==> config.mk <==
export PLATFORM = sky130hd
export DESIGN_NAME = usm_sync_core
export DESIGN_NICKNAME = d
export VERILOG_FILES = /design/src/logic/usm_pkg.sv /design/src/logic/usm_rx_fifo.sv /design/src/logic/usm_sync_core.sv
export SDC_FILE = /design/constraint.sdc
export NUM_CORES = 1
export LEC_CHECK = 0
export ABC_AREA = 0
export BUFFER_PORTS_ARGS = -buffer_cell sky130_fd_sc_hd__clkbuf_2
export CAP_MARGIN = 20
export CORE_MARGIN = 2
export CORE_UTILIZATION = 30
export CTS_CLUSTER_SIZE = 25
export DETAILED_ROUTE_END_ITERATION = 7
export MAX_ROUTING_LAYER = met4
export PLACE_DENSITY_LB_ADDON = 0.05
export SYNTH_ARGS = -nofsm -noshare
export SYNTH_HDL_FRONTEND = slang
export SYNTH_HIERARCHICAL = 1
export SYNTH_SLANG_ARGS = --single-unit
export TNS_END_PERCENT = 30
==> constraint.sdc <==
create_clock -name clock -period 9.6 [get_ports clock]
set_input_delay 2.4 -clock clock [delete_from_list [all_inputs] [get_ports clock]]
set_output_delay 2.4 -clock clock [all_outputs]
set_load 0.01 [all_outputs]
==> src/logic/usm_pkg.sv <==
// constants and types for the clocked serial transceiver block
// Functional notes
// - clocked mode sends data bits only, no framing
// - one shared data line, half duplex
// - master mode from three selects; receive enables pick direction
// - master drives clock pin, driver auto enabled
// - master changes data on leading clock edge
// - exactly one clock cycle per data bit
// - polarity select sets idle level and edge
// - master transmit enables data and clock drivers
// - holding write waits for previous character end
// - empty shift register loads at once, shifts
// - data stable from one leading edge to next
// - optional ninth bit from ninth bit data
// - transmit enable starts transmit; receive enables cleared first
// - divisor pair plus speed selects set rate
// - in sleep only slave mode keeps running
// - slave shifts on external link clock
// - sleeping slave receiver accepts external word
// - full word received sets receive ready flag
// - reading receive data unloads; flag clears when empty
// - slave transmit reloads shift register, sets empty flag
// - holding register write clears transmit empty flag
// - receive ready flag is read only
// - two entry receive queue plus shifting third
package usm_pkg;
  localparam int ADDR_W = 8;
  localparam int DATA_W = 8;
  localparam int BAUD_W = 18;
  // register byte addresses
  localparam logic [7:0] ADDR_CTRL = 8'h00;
  localparam logic [7:0] ADDR_BAUD = 8'h04;
  localparam logic [7:0] ADDR_TXD = 8'h08;
  localparam logic [7:0] ADDR_RXD = 8'h0C;
  localparam logic [7:0] ADDR_STAT = 8'h10;
  // control register fields
  localparam int CTRL_W = 11;
  localparam int CB_SYNC = 0;
  localparam int CB_MASTER = 1;
  localparam int CB_SERIAL_PORT_ENABLE = 2;
  localparam int CB_SINGLE_RECEIVE_ENABLE = 3;
  localparam int CB_CONTINUOUS_RECEIVE_ENABLE = 4;
  localparam int CB_TRANSMIT_ENABLE = 5;
  localparam int CB_TX9 = 6;
  localparam int CB_NINTH_BIT_DATA = 7;
  localparam int CB_POL = 8;
  localparam int CB_FAST = 9;
  localparam int CB_WIDE = 10;
  localparam logic [CTRL_W-1:0] CTRL_RESET = 11'h000;
  localparam logic [15:0] BAUD_RESET = 16'h0000;
  // status register fields
  localparam int SB_RX_READY = 0;
  localparam int SB_TX_EMPTY = 1;
  localparam int SB_TSR_EMPTY = 2;
  localparam int SB_OVERRUN = 3;
  // character lengths and baud prescale
  localparam logic [3:0] NBITS_8 = 4'h8;
  localparam logic [3:0] NBITS_9 = 4'h9;
  localparam logic [3:0] RX_LAST = 4'h7;
  localparam int PRESCALE_SHIFT = 2;
  localparam logic [BAUD_W-1:0] PRESCALE_PAD = 18'h00003;
  typedef enum logic [2:0] {
    CK_IDLE = 3'b001,
    CK_LOW = 3'b010,
    CK_HIGH = 3'b100
  } usm_clk_state_t;
endpackage : usm_pkg

==> src/logic/usm_rx_fifo.sv <==
// two entry receive character queue with registered read data
`timescale 1ns/10ps
`default_nettype none
module usm_rx_fifo (
  input wire logic clock,
  input wire logic rst,
  input wire logic push,
  input wire logic [usm_pkg::DATA_W-1:0] wdata,
  input wire logic pop,
  output logic [usm_pkg::DATA_W-1:0] rdata,
  output logic [1:0] count,
  output logic full
);
  import usm_pkg::*;
  logic [DATA_W-1:0] mem_reg [2];
  logic wr_ptr_reg;
  logic rd_ptr_reg;
  logic [1:0] count_reg;
  logic [DATA_W-1:0] rdata_reg;
  logic do_push;
  logic do_pop;

  assign do_pop = pop & (count_reg != 2'h0);
  assign do_push = push & ((count_reg != 2'h2) | do_pop);
  assign rdata = rdata_reg;
  assign count = count_reg;
  assign full = (count_reg == 2'h2);

  always_ff @(posedge clock)
  begin
    if (do_push)
    begin
      mem_reg[wr_ptr_reg] <= wdata;
    end
  end

  always_ff @(posedge clock)
  begin
    if (rst)
    begin
      wr_ptr_reg <= 1'b0;
      rd_ptr_reg <= 1'b0;
      count_reg <= 2'h0;
    end
    else
    begin
      if (do_push)
        wr_ptr_reg <= ~wr_ptr_reg;
      if (do_pop)
        rd_ptr_reg <= ~rd_ptr_reg;
      if (do_push & ~do_pop)
        count_reg <= count_reg + 2'h1;
      else if (do_pop & ~do_push)
        count_reg <= count_reg - 2'h1;
    end
  end

  // head of queue kept in a register, bypassing an empty queue
  always_ff @(posedge clock)
  begin
    if (rst)
      rdata_reg <= 8'h00;
    else if (do_pop)
    begin
      if (count_reg == 2'h2)
        rdata_reg <= mem_reg[~rd_ptr_reg];
      else if (do_push)
        rdata_reg <= wdata;
    end
    else if (do_push & (count_reg == 2'h0))
      rdata_reg <= wdata;
  end
endmodule : usm_rx_fifo
`default_nettype wire

==> src/logic/usm_sync_core.sv <==
// clocked serial transceiver: apb registers, master clock, shift engines
`timescale 1ns/10ps
`default_nettype none
module usm_sync_core (
  input wire logic clock,
  input wire logic rst,
  input wire logic psel,
  input wire logic penable,
  input wire logic pwrite,
  input wire logic [usm_pkg::ADDR_W-1:0] paddr,
  input wire logic [31:0] pwdata,
  output logic [31:0] prdata,
  output logic pready,
  output logic pslverr,
  input wire logic sleep_mode,
  input wire logic link_clock_in,
  output logic link_clock_out,
  output logic link_clock_oe,
  input wire logic shared_data_in,
  output logic shared_data_out,
  output logic shared_data_oe,
  output logic receive_ready_flag,
  output logic transmit_empty_flag
);
  import usm_pkg::*;

  // ==========================================================
  // declarations
  logic [CTRL_W-1:0] ctrl_reg;
  logic [15:0] baud_reg;
  logic [8:0] hold_reg;
  logic hold_full_reg;
  logic overrun_reg;
  logic [31:0] prdata_reg;
  logic pready_reg;
  logic pslverr_reg;
  logic clk_s1_reg, clk_s2_reg, clk_s3_reg;
  logic dat_s1_reg, dat_s2_reg;
  usm_clk_state_t ck_reg;
  usm_clk_state_t ck_next;
  logic [BAUD_W-1:0] baud_cnt_reg;
  logic [8:0] tsr_reg;
  logic tsr_full_reg;
  logic [3:0] tx_cnt_reg;
  logic data_out_reg;
  logic [DATA_W-1:0] rsr_reg;
  logic [3:0] rx_cnt_reg;
  logic clk_out_reg, clk_oe_reg, data_oe_reg;
  logic rx_ready_reg, tx_empty_reg;
  logic [DATA_W-1:0] fifo_rdata;
  logic [1:0] fifo_count;
  logic fifo_full;
  logic setup, access_done;
  logic wr_ctrl, wr_baud, wr_tx, wr_stat, rd_rx;
  logic sync_on, master, pol, rx_cfg, tx_mode, rx_mode;
  logic [3:0] nbits;
  logic run, tick, lead_ev, trail_ev, slave_lead, slave_trail;
  logic tsr_load, tx_done, rx_take, push;

  function automatic logic [BAUD_W-1:0] baud_reload(input logic [15:0] div, input logic wide,
                                                    input logic fast);
    logic [BAUD_W-1:0] n;
    n = wide ? {2'b00, div} : {10'h000, div[7:0]};
    baud_reload = fast ? n : ((n << PRESCALE_SHIFT) | PRESCALE_PAD);
  endfunction : baud_reload

  function automatic logic is_mapped(input logic [ADDR_W-1:0] a);
    is_mapped = (a == ADDR_CTRL) | (a == ADDR_BAUD) | (a == ADDR_TXD) | (a == ADDR_RXD) | (a == ADDR_STAT);
  endfunction : is_mapped

  // ==========================================================
  // apb slave
  assign setup = psel & ~penable;
  assign access_done = psel & penable & pready_reg;
  assign wr_ctrl = access_done & pwrite & (paddr == ADDR_CTRL);
  assign wr_baud = access_done & pwrite & (paddr == ADDR_BAUD);
  assign wr_tx = access_done & pwrite & (paddr == ADDR_TXD);
  assign wr_stat = access_done & pwrite & (paddr == ADDR_STAT);
  assign rd_rx = access_done & ~pwrite & (paddr == ADDR_RXD);

  always_ff @(posedge clock)
  begin
    if (rst)
    begin
      pready_reg <= 1'b0;
      pslverr_reg <= 1'b0;
      prdata_reg <= 32'h00000000;
    end
    else
    begin
      pready_reg <= setup;
      pslverr_reg <= setup & ~is_mapped(paddr);
      if (setup & ~pwrite)
      begin
        case (paddr)
          ADDR_CTRL: prdata_reg <= {21'h000000, ctrl_reg};
          ADDR_BAUD: prdata_reg <= {16'h0000, baud_reg};
          ADDR_RXD: prdata_reg <= {24'h000000, fifo_rdata};
          ADDR_STAT: prdata_reg <= {28'h0000000, overrun_reg, ~tsr_full_reg, ~hold_full_reg,
                                    fifo_count != 2'h0};
          default: prdata_reg <= 32'h00000000;
        endcase
      end
    end
  end

  // control: in master mode single receive drops after one character unless continuous receive is set; software write wins
  always_ff @(posedge clock)
  begin
    if (rst)
      ctrl_reg <= CTRL_RESET;
    else if (wr_ctrl)
      ctrl_reg <= pwdata[CTRL_W-1:0];
    else if (push & master & ~ctrl_reg[CB_CONTINUOUS_RECEIVE_ENABLE])
      ctrl_reg[CB_SINGLE_RECEIVE_ENABLE] <= 1'b0;
  end

  always_ff @(posedge clock)
  begin
    if (rst)
      baud_reg <= BAUD_RESET;
    else if (wr_baud)
      baud_reg <= pwdata[15:0];
  end

  // holding register; ninth bit captured with the character
  always_ff @(posedge clock)
  begin
    if (rst)
    begin
      hold_reg <= 9'h000;
      hold_full_reg <= 1'b0;
    end
    else if (wr_tx)
    begin
      hold_reg <= {ctrl_reg[CB_NINTH_BIT_DATA], pwdata[7:0]};
      hold_full_reg <= 1'b1;
    end
    else if (tsr_load)
      hold_full_reg <= 1'b0;
  end

  // overrun sticky: set wins over write-one clear
  always_ff @(posedge clock)
  begin
    if (rst)
      overrun_reg <= 1'b0;
    else if (push & fifo_full)
      overrun_reg <= 1'b1;
    else if (wr_stat & pwdata[SB_OVERRUN])
      overrun_reg <= 1'b0;
  end

  // ==========================================================
  // mode decode
  assign sync_on = ctrl_reg[CB_SERIAL_PORT_ENABLE] & ctrl_reg[CB_SYNC];
  assign master = ctrl_reg[CB_MASTER];
  assign pol = ctrl_reg[CB_POL];
  assign rx_cfg = ctrl_reg[CB_SINGLE_RECEIVE_ENABLE] | ctrl_reg[CB_CONTINUOUS_RECEIVE_ENABLE];
  assign tx_mode = sync_on & ~rx_cfg & ctrl_reg[CB_TRANSMIT_ENABLE];
  assign rx_mode = sync_on & rx_cfg;
  assign nbits = ctrl_reg[CB_TX9] ? NBITS_9 : NBITS_8;

  // ==========================================================
  // link pin synchronisers and slave edges
  always_ff @(posedge clock)
  begin
    if (rst)
    begin
      clk_s1_reg <= 1'b0;
      clk_s2_reg <= 1'b0;
      clk_s3_reg <= 1'b0;
      dat_s1_reg <= 1'b0;
      dat_s2_reg <= 1'b0;
    end
    else
    begin
      clk_s1_reg <= link_clock_in;
      clk_s2_reg <= clk_s1_reg;
      clk_s3_reg <= clk_s2_reg;
      dat_s1_reg <= shared_data_in;
      dat_s2_reg <= dat_s1_reg;
    end
  end

  assign slave_lead = sync_on & ~master & (clk_s2_reg != clk_s3_reg) & (clk_s2_reg != pol);
  assign slave_trail = sync_on & ~master & (clk_s2_reg != clk_s3_reg) & (clk_s2_reg == pol);

  // ==========================================================
  // master clock generator
  assign run = sync_on & master & ~sleep_mode & ((tx_mode & tsr_full_reg) | (rx_mode & ~fifo_full));
  assign tick = (ck_reg != CK_IDLE) & (baud_cnt_reg == 18'h00000) & ~sleep_mode;

  always_ff @(posedge clock)
  begin
    if (rst | (ck_reg == CK_IDLE) | tick)
      baud_cnt_reg <= baud_reload(baud_reg, ctrl_reg[CB_WIDE], ctrl_reg[CB_FAST]);
    else if (~sleep_mode)
      baud_cnt_reg <= baud_cnt_reg - 18'h00001;
  end

  always_comb
  begin
    ck_next = ck_reg;
    case (ck_reg)
      CK_IDLE: if (run) ck_next = CK_LOW;
      CK_LOW:
      begin
        if (~run)
          ck_next = CK_IDLE;
        else if (tick)
          ck_next = CK_HIGH;
      end
      CK_HIGH: if (tick) ck_next = CK_IDLE;
      default: ck_next = CK_IDLE;
    endcase
  end

  always_ff @(posedge clock)
  begin
    if (rst)
      ck_reg <= CK_IDLE;
    else
      ck_reg <= ck_next;
  end

  assign lead_ev = master ? (tick & (ck_reg == CK_LOW)) : slave_lead;
  assign trail_ev = master ? (tick & (ck_reg == CK_HIGH)) : slave_trail;

  // ==========================================================
  // transmit engine
  assign tsr_load = tx_mode & ~tsr_full_reg & hold_full_reg;
  assign tx_done = tsr_full_reg & trail_ev & (tx_cnt_reg == nbits);

  always_ff @(posedge clock)
  begin
    if (rst)
    begin
      tsr_reg <= 9'h000;
      tsr_full_reg <= 1'b0;
      tx_cnt_reg <= 4'h0;
      data_out_reg <= 1'b0;
    end
    else if (~tx_mode)
    begin
      tsr_full_reg <= 1'b0;
      tx_cnt_reg <= 4'h0;
    end
    else if (tsr_load)
    begin
      tsr_reg <= hold_reg;
      tsr_full_reg <= 1'b1;
      tx_cnt_reg <= 4'h0;
    end
    else if (tsr_full_reg & lead_ev & (tx_cnt_reg != nbits))
    begin
      data_out_reg <= tsr_reg[0];
      tsr_reg <= {1'b0, tsr_reg[8:1]};
      tx_cnt_reg <= tx_cnt_reg + 4'h1;
    end
    else if (tx_done)
      tsr_full_reg <= 1'b0;
  end

  // ==========================================================
  // receive engine
  assign rx_take = rx_mode & trail_ev;
  assign push = rx_take & (rx_cnt_reg == RX_LAST);

  always_ff @(posedge clock)
  begin
    if (rst)
    begin
      rsr_reg <= 8'h00;
      rx_cnt_reg <= 4'h0;
    end
    else if (~rx_mode)
      rx_cnt_reg <= 4'h0;
    else if (rx_take)
    begin
      rsr_reg <= {dat_s2_reg, rsr_reg[7:1]};
      rx_cnt_reg <= push ? 4'h0 : rx_cnt_reg + 4'h1;
    end
  end

  usm_rx_fifo u_rx_fifo (
    .clock(clock),
    .rst(rst),
    .push(push),
    .wdata({dat_s2_reg, rsr_reg[7:1]}),
    .pop(rd_rx),
    .rdata(fifo_rdata),
    .count(fifo_count),
    .full(fifo_full)
  );

  // ==========================================================
  // pin and flag outputs
  always_ff @(posedge clock)
  begin
    if (rst)
    begin
      clk_out_reg <= 1'b0;
      clk_oe_reg <= 1'b0;
      data_oe_reg <= 1'b0;
      rx_ready_reg <= 1'b0;
      tx_empty_reg <= 1'b1;
    end
    else
    begin
      clk_out_reg <= pol ^ (ck_reg == CK_HIGH);
      clk_oe_reg <= sync_on & master;
      data_oe_reg <= tx_mode;
      rx_ready_reg <= (fifo_count != 2'h0);
      tx_empty_reg <= ~hold_full_reg;
    end
  end

  assign prdata = prdata_reg;
  assign pready = pready_reg;
  assign pslverr = pslverr_reg;
  assign link_clock_out = clk_out_reg;
  assign link_clock_oe = clk_oe_reg;
  assign shared_data_out = data_out_reg;
  assign shared_data_oe = data_oe_reg;
  assign receive_ready_flag = rx_ready_reg;
  assign transmit_empty_flag = tx_empty_reg;
endmodule : usm_sync_core
`default_nettype wire

==> key figures <==
Status
  – Status: finished clean

STA
  – Worst slew pin tran: around 910 ps
  – Clk_skew: slightly below 8 ps
  – Hold WS: approximately 440 ps
  – Setup TNS: 0 ps
  – Final Hold Vio Count: 0
  – Slew headroom: a little under two fifths
  – Fin crit share: 54.0%
  – RSZ-0062 raised after global routing: false
  – Slew Limit Fails: 0
  – Fin crit period: 5180 ps
  – Upper clock frequency limit: 0.193 GHz
  – Final setup fails: 0

Synthesis
  – Post-Syn Instances: 704
  – Mapped cell area: about 0.0064 sq mm
  – Sequential share of the synthesized area: between 40% and 50%
  – Yosys reg bits: roughly 140
  – EDFF count, synth: 34
  – Yosys Warn Count: 6
  – Post-Syn Area per Cell: about 9 sq um
  – Number of distinct library cells after synthesis: 59
  – Main synth FF type: dfxtp_1
  – Post-synth ARST share: 0%

Clock network
  – Htree depth: 4
  – Root Buffer: clkbuf_16
  – Skew-Pair Late Insertion Delay: about 420 ps
  – CTS tree: built
  – Clock sinks: between 100 and 150
  – Hold Buf Count CTS: 0
  – CTS Buffer Depth: 2
  – Total setup buffers inserted after CTS: 0
  – Clock transition at path regs: 60 ps
  – PostCTS Resize Cnt: 0
  – Total CTS buffers: 17

Final layout
  – Antenna cells: 0
  – Reg area: ~0.0032 sq mm
  – Non-filler instance count after layout: 1,032
  – Layout area overhead: 15.4%
  – Nets@finish: approximately 800
  – Footprint of the multi-input gates: 0.00299 sq mm
  – Largest register FFs: 18
  – Post-layout util: about a third
  – Share of cells above drive strength 1: approximately 15%
  – FILL cells: 2,186

Setup path
  – Critical Setup Path Class: input pin to flip-flop
  – Startpoint class of the critical path: input pin
  – Critical path buffers and inverters: 3
  – CP top delay family: simple AND/OR/NAND/NOR gates
  – Worst-path cell chain: clkbuf_2 -> nor4_1 -> nor3b_1 -> buf_4 -> nand2_1 -> nor4b_1 -> inv_1 -> a21boi_4 -> nor2b_1
  – Worst path slowest cell: nor4b_1
  – Worst Setup End Kind: flip-flop
  – Critical Path Fanout Max: 12
  – Arr. time, crit path: approximately 5200 ps
  – WP data required: slightly below 10,000 ps
  – Critical path's largest stage delay: 800 ps

Power
  – Leak pwr: 0.00272 uW
  – Sw power: around 300 uW
  – Clk network pwr share: around half
  – Pint: approximately 1000 uW
  – Combinational Power Share: about 2.3%
  – VDD IR max: around 110 uV
  – Cell Pwr Density: around 180 mW/mm^2
  – Flop pwr share: a little under half
  – Switching Share: around 23%

Detailed routing
  – DRC errors left: 0
  – DRT Pass-1 Iters: 5
  – ANT nets after route: 0
  – DR WL/cell: ~16 um
  – Routed WL: roughly 17,000 um
  – Vias: just over 5,000
  – DR vias/cell: about 4.9
  – Initial drt markers: between 200 and 300

Global route
  – First-pass GRT wire length: 26,700 um
  – Largest net degree at the start of global routing: 64
  – Initial antenna violation count: 0
  – GR Util All Layers: between 10% and 20%
  – Vias in the first global route: approximately 4,800
  – Total congestion overflow: 0

Floorplan
  – Initial Util: between 30% and 40%
  – Die Ht: 150 um
  – Chip Width: approximately 150 um
  – Number of top-level pins: between 80 and 90
  – Die area: between 0.02 and 0.025 sq mm
  – Core ar.: approximately 0.021 sq mm
  – FP Rows: 53

Placed design
  – DP HPWL: 12,400 um
  – GP Congestion: just under 0.8
  – Placed insts: 999
  – Port Buffers: between 50 and 60

Hold path
  – Tightest Hold Check Type: flip-flop to flip-flop

Job
  – # Max-Cap Violations: 0
## metrics by stage
stage	power [uW]	setup WS [ps]	area [sq um]
after floorplan	641	4630	6490
after global placement	650	4070	6820
after detailed placement	650	3920	6820
after CTS	1330	4340	7420
after global routing	1360	4000	7430
final	1310	4420	7430
## synthesized netlist by cell type, types with 7 or more instances
cell      number  area share [%]
xnor2_1       10             1.4
nand2_1      127             7.4
xor2_1        15             2.0
nor2_1        61             3.6
nor3_1         9            0.70
mux2i_1       32             5.0
inv_1          8            0.47
o221a_2        7             1.2
nor3b_1        7            0.82
o21ai_0       33             2.6
nor2b_1       14             1.4
nand3_1       22             1.7
clkbuf_1      21             1.2
edfxtp_1      34              16
a21oi_1       70             5.4
o211ai_1       8            0.93
nor4_1         7            0.68
dfxtp_1      107              33
buf_4         18             2.1
## layer usage
metal | global-route usage, % | vias to the layer above | routed length [um]
met5 | - | - | 0
met4 | 4.25 | 0 | 135
met3 | 3.03 | 9 | 720
met2 | 23.8 | 113 | 7560
met1 | 22.7 | 2410 | 8590
li1 | - | 2517 | -
## power by group through the flow
stage | sequential, uW | combinational (uW) | clock [uW]
after CTS | 606 | 30.5 | 692
after global placement | 620 | 30.4 | 0
after detailed placement | 620 | 30.5 | 0
final | 607 | 30.8 | 674
after global routing | 606 | 33.8 | 722
after floorplan | 620 | 20.9 | 0
## area by class of cell
cell class                 instances  share of cell area [%]
clock buffer                      17                    5.73
clock inverter                    15                    2.36
inverter                           8                   0.404
multi-input combinational        517                    40.2
sequential                       141                    42.6
tap                              275                    4.63
timing repair buffer              59                    4.08
## layout by cell type, fill, tap and decap left out, drive strengths merged, types with 14 or more instances in the layout
master  Yosys  final
xor2       15     15
nor2b      14     14
mux2i      32     32
clkbuf     22     71
nand3      22     22
dfxtp     107    107
conb        1     16
o21ai      35     35
a21oi      70     70
inv         8     16
nand2     127    127
nor2       61     61
edfxtp     34     34
## logic make-up after synthesis
kind of cell / share of synthesized area (%)
compound gates: 13.6
xor+xnor: 3.40
fa+ha+maj: 0.972
buf+inv: 5.39
flops: 49.2
mux: 6.03
other cells: 0.0583
simple gates: 21.4
## path summary, 6_finish.rpt
path	depth (start not counted)	slack, ps	to	startpoint
min	1	440	clk_s2_reg	clk_s1_reg
max	9	4420	u_rx_fifo/mem_reg[0][1]	paddr[1]
min reg2reg	1	440	clk_s2_reg	clk_s1_reg
max reg2reg	6	6150	u_rx_fifo/mem_reg[0][1]	baud_cnt_reg[12]
## worst register-to-register path, delay by kind of cell (launching register included)
kind,cells,cell delay [ps]
compound gates,2,570
flops,1,430
simple gates,4,2070
No activity file was read; power rests on OpenSTA's default activity.
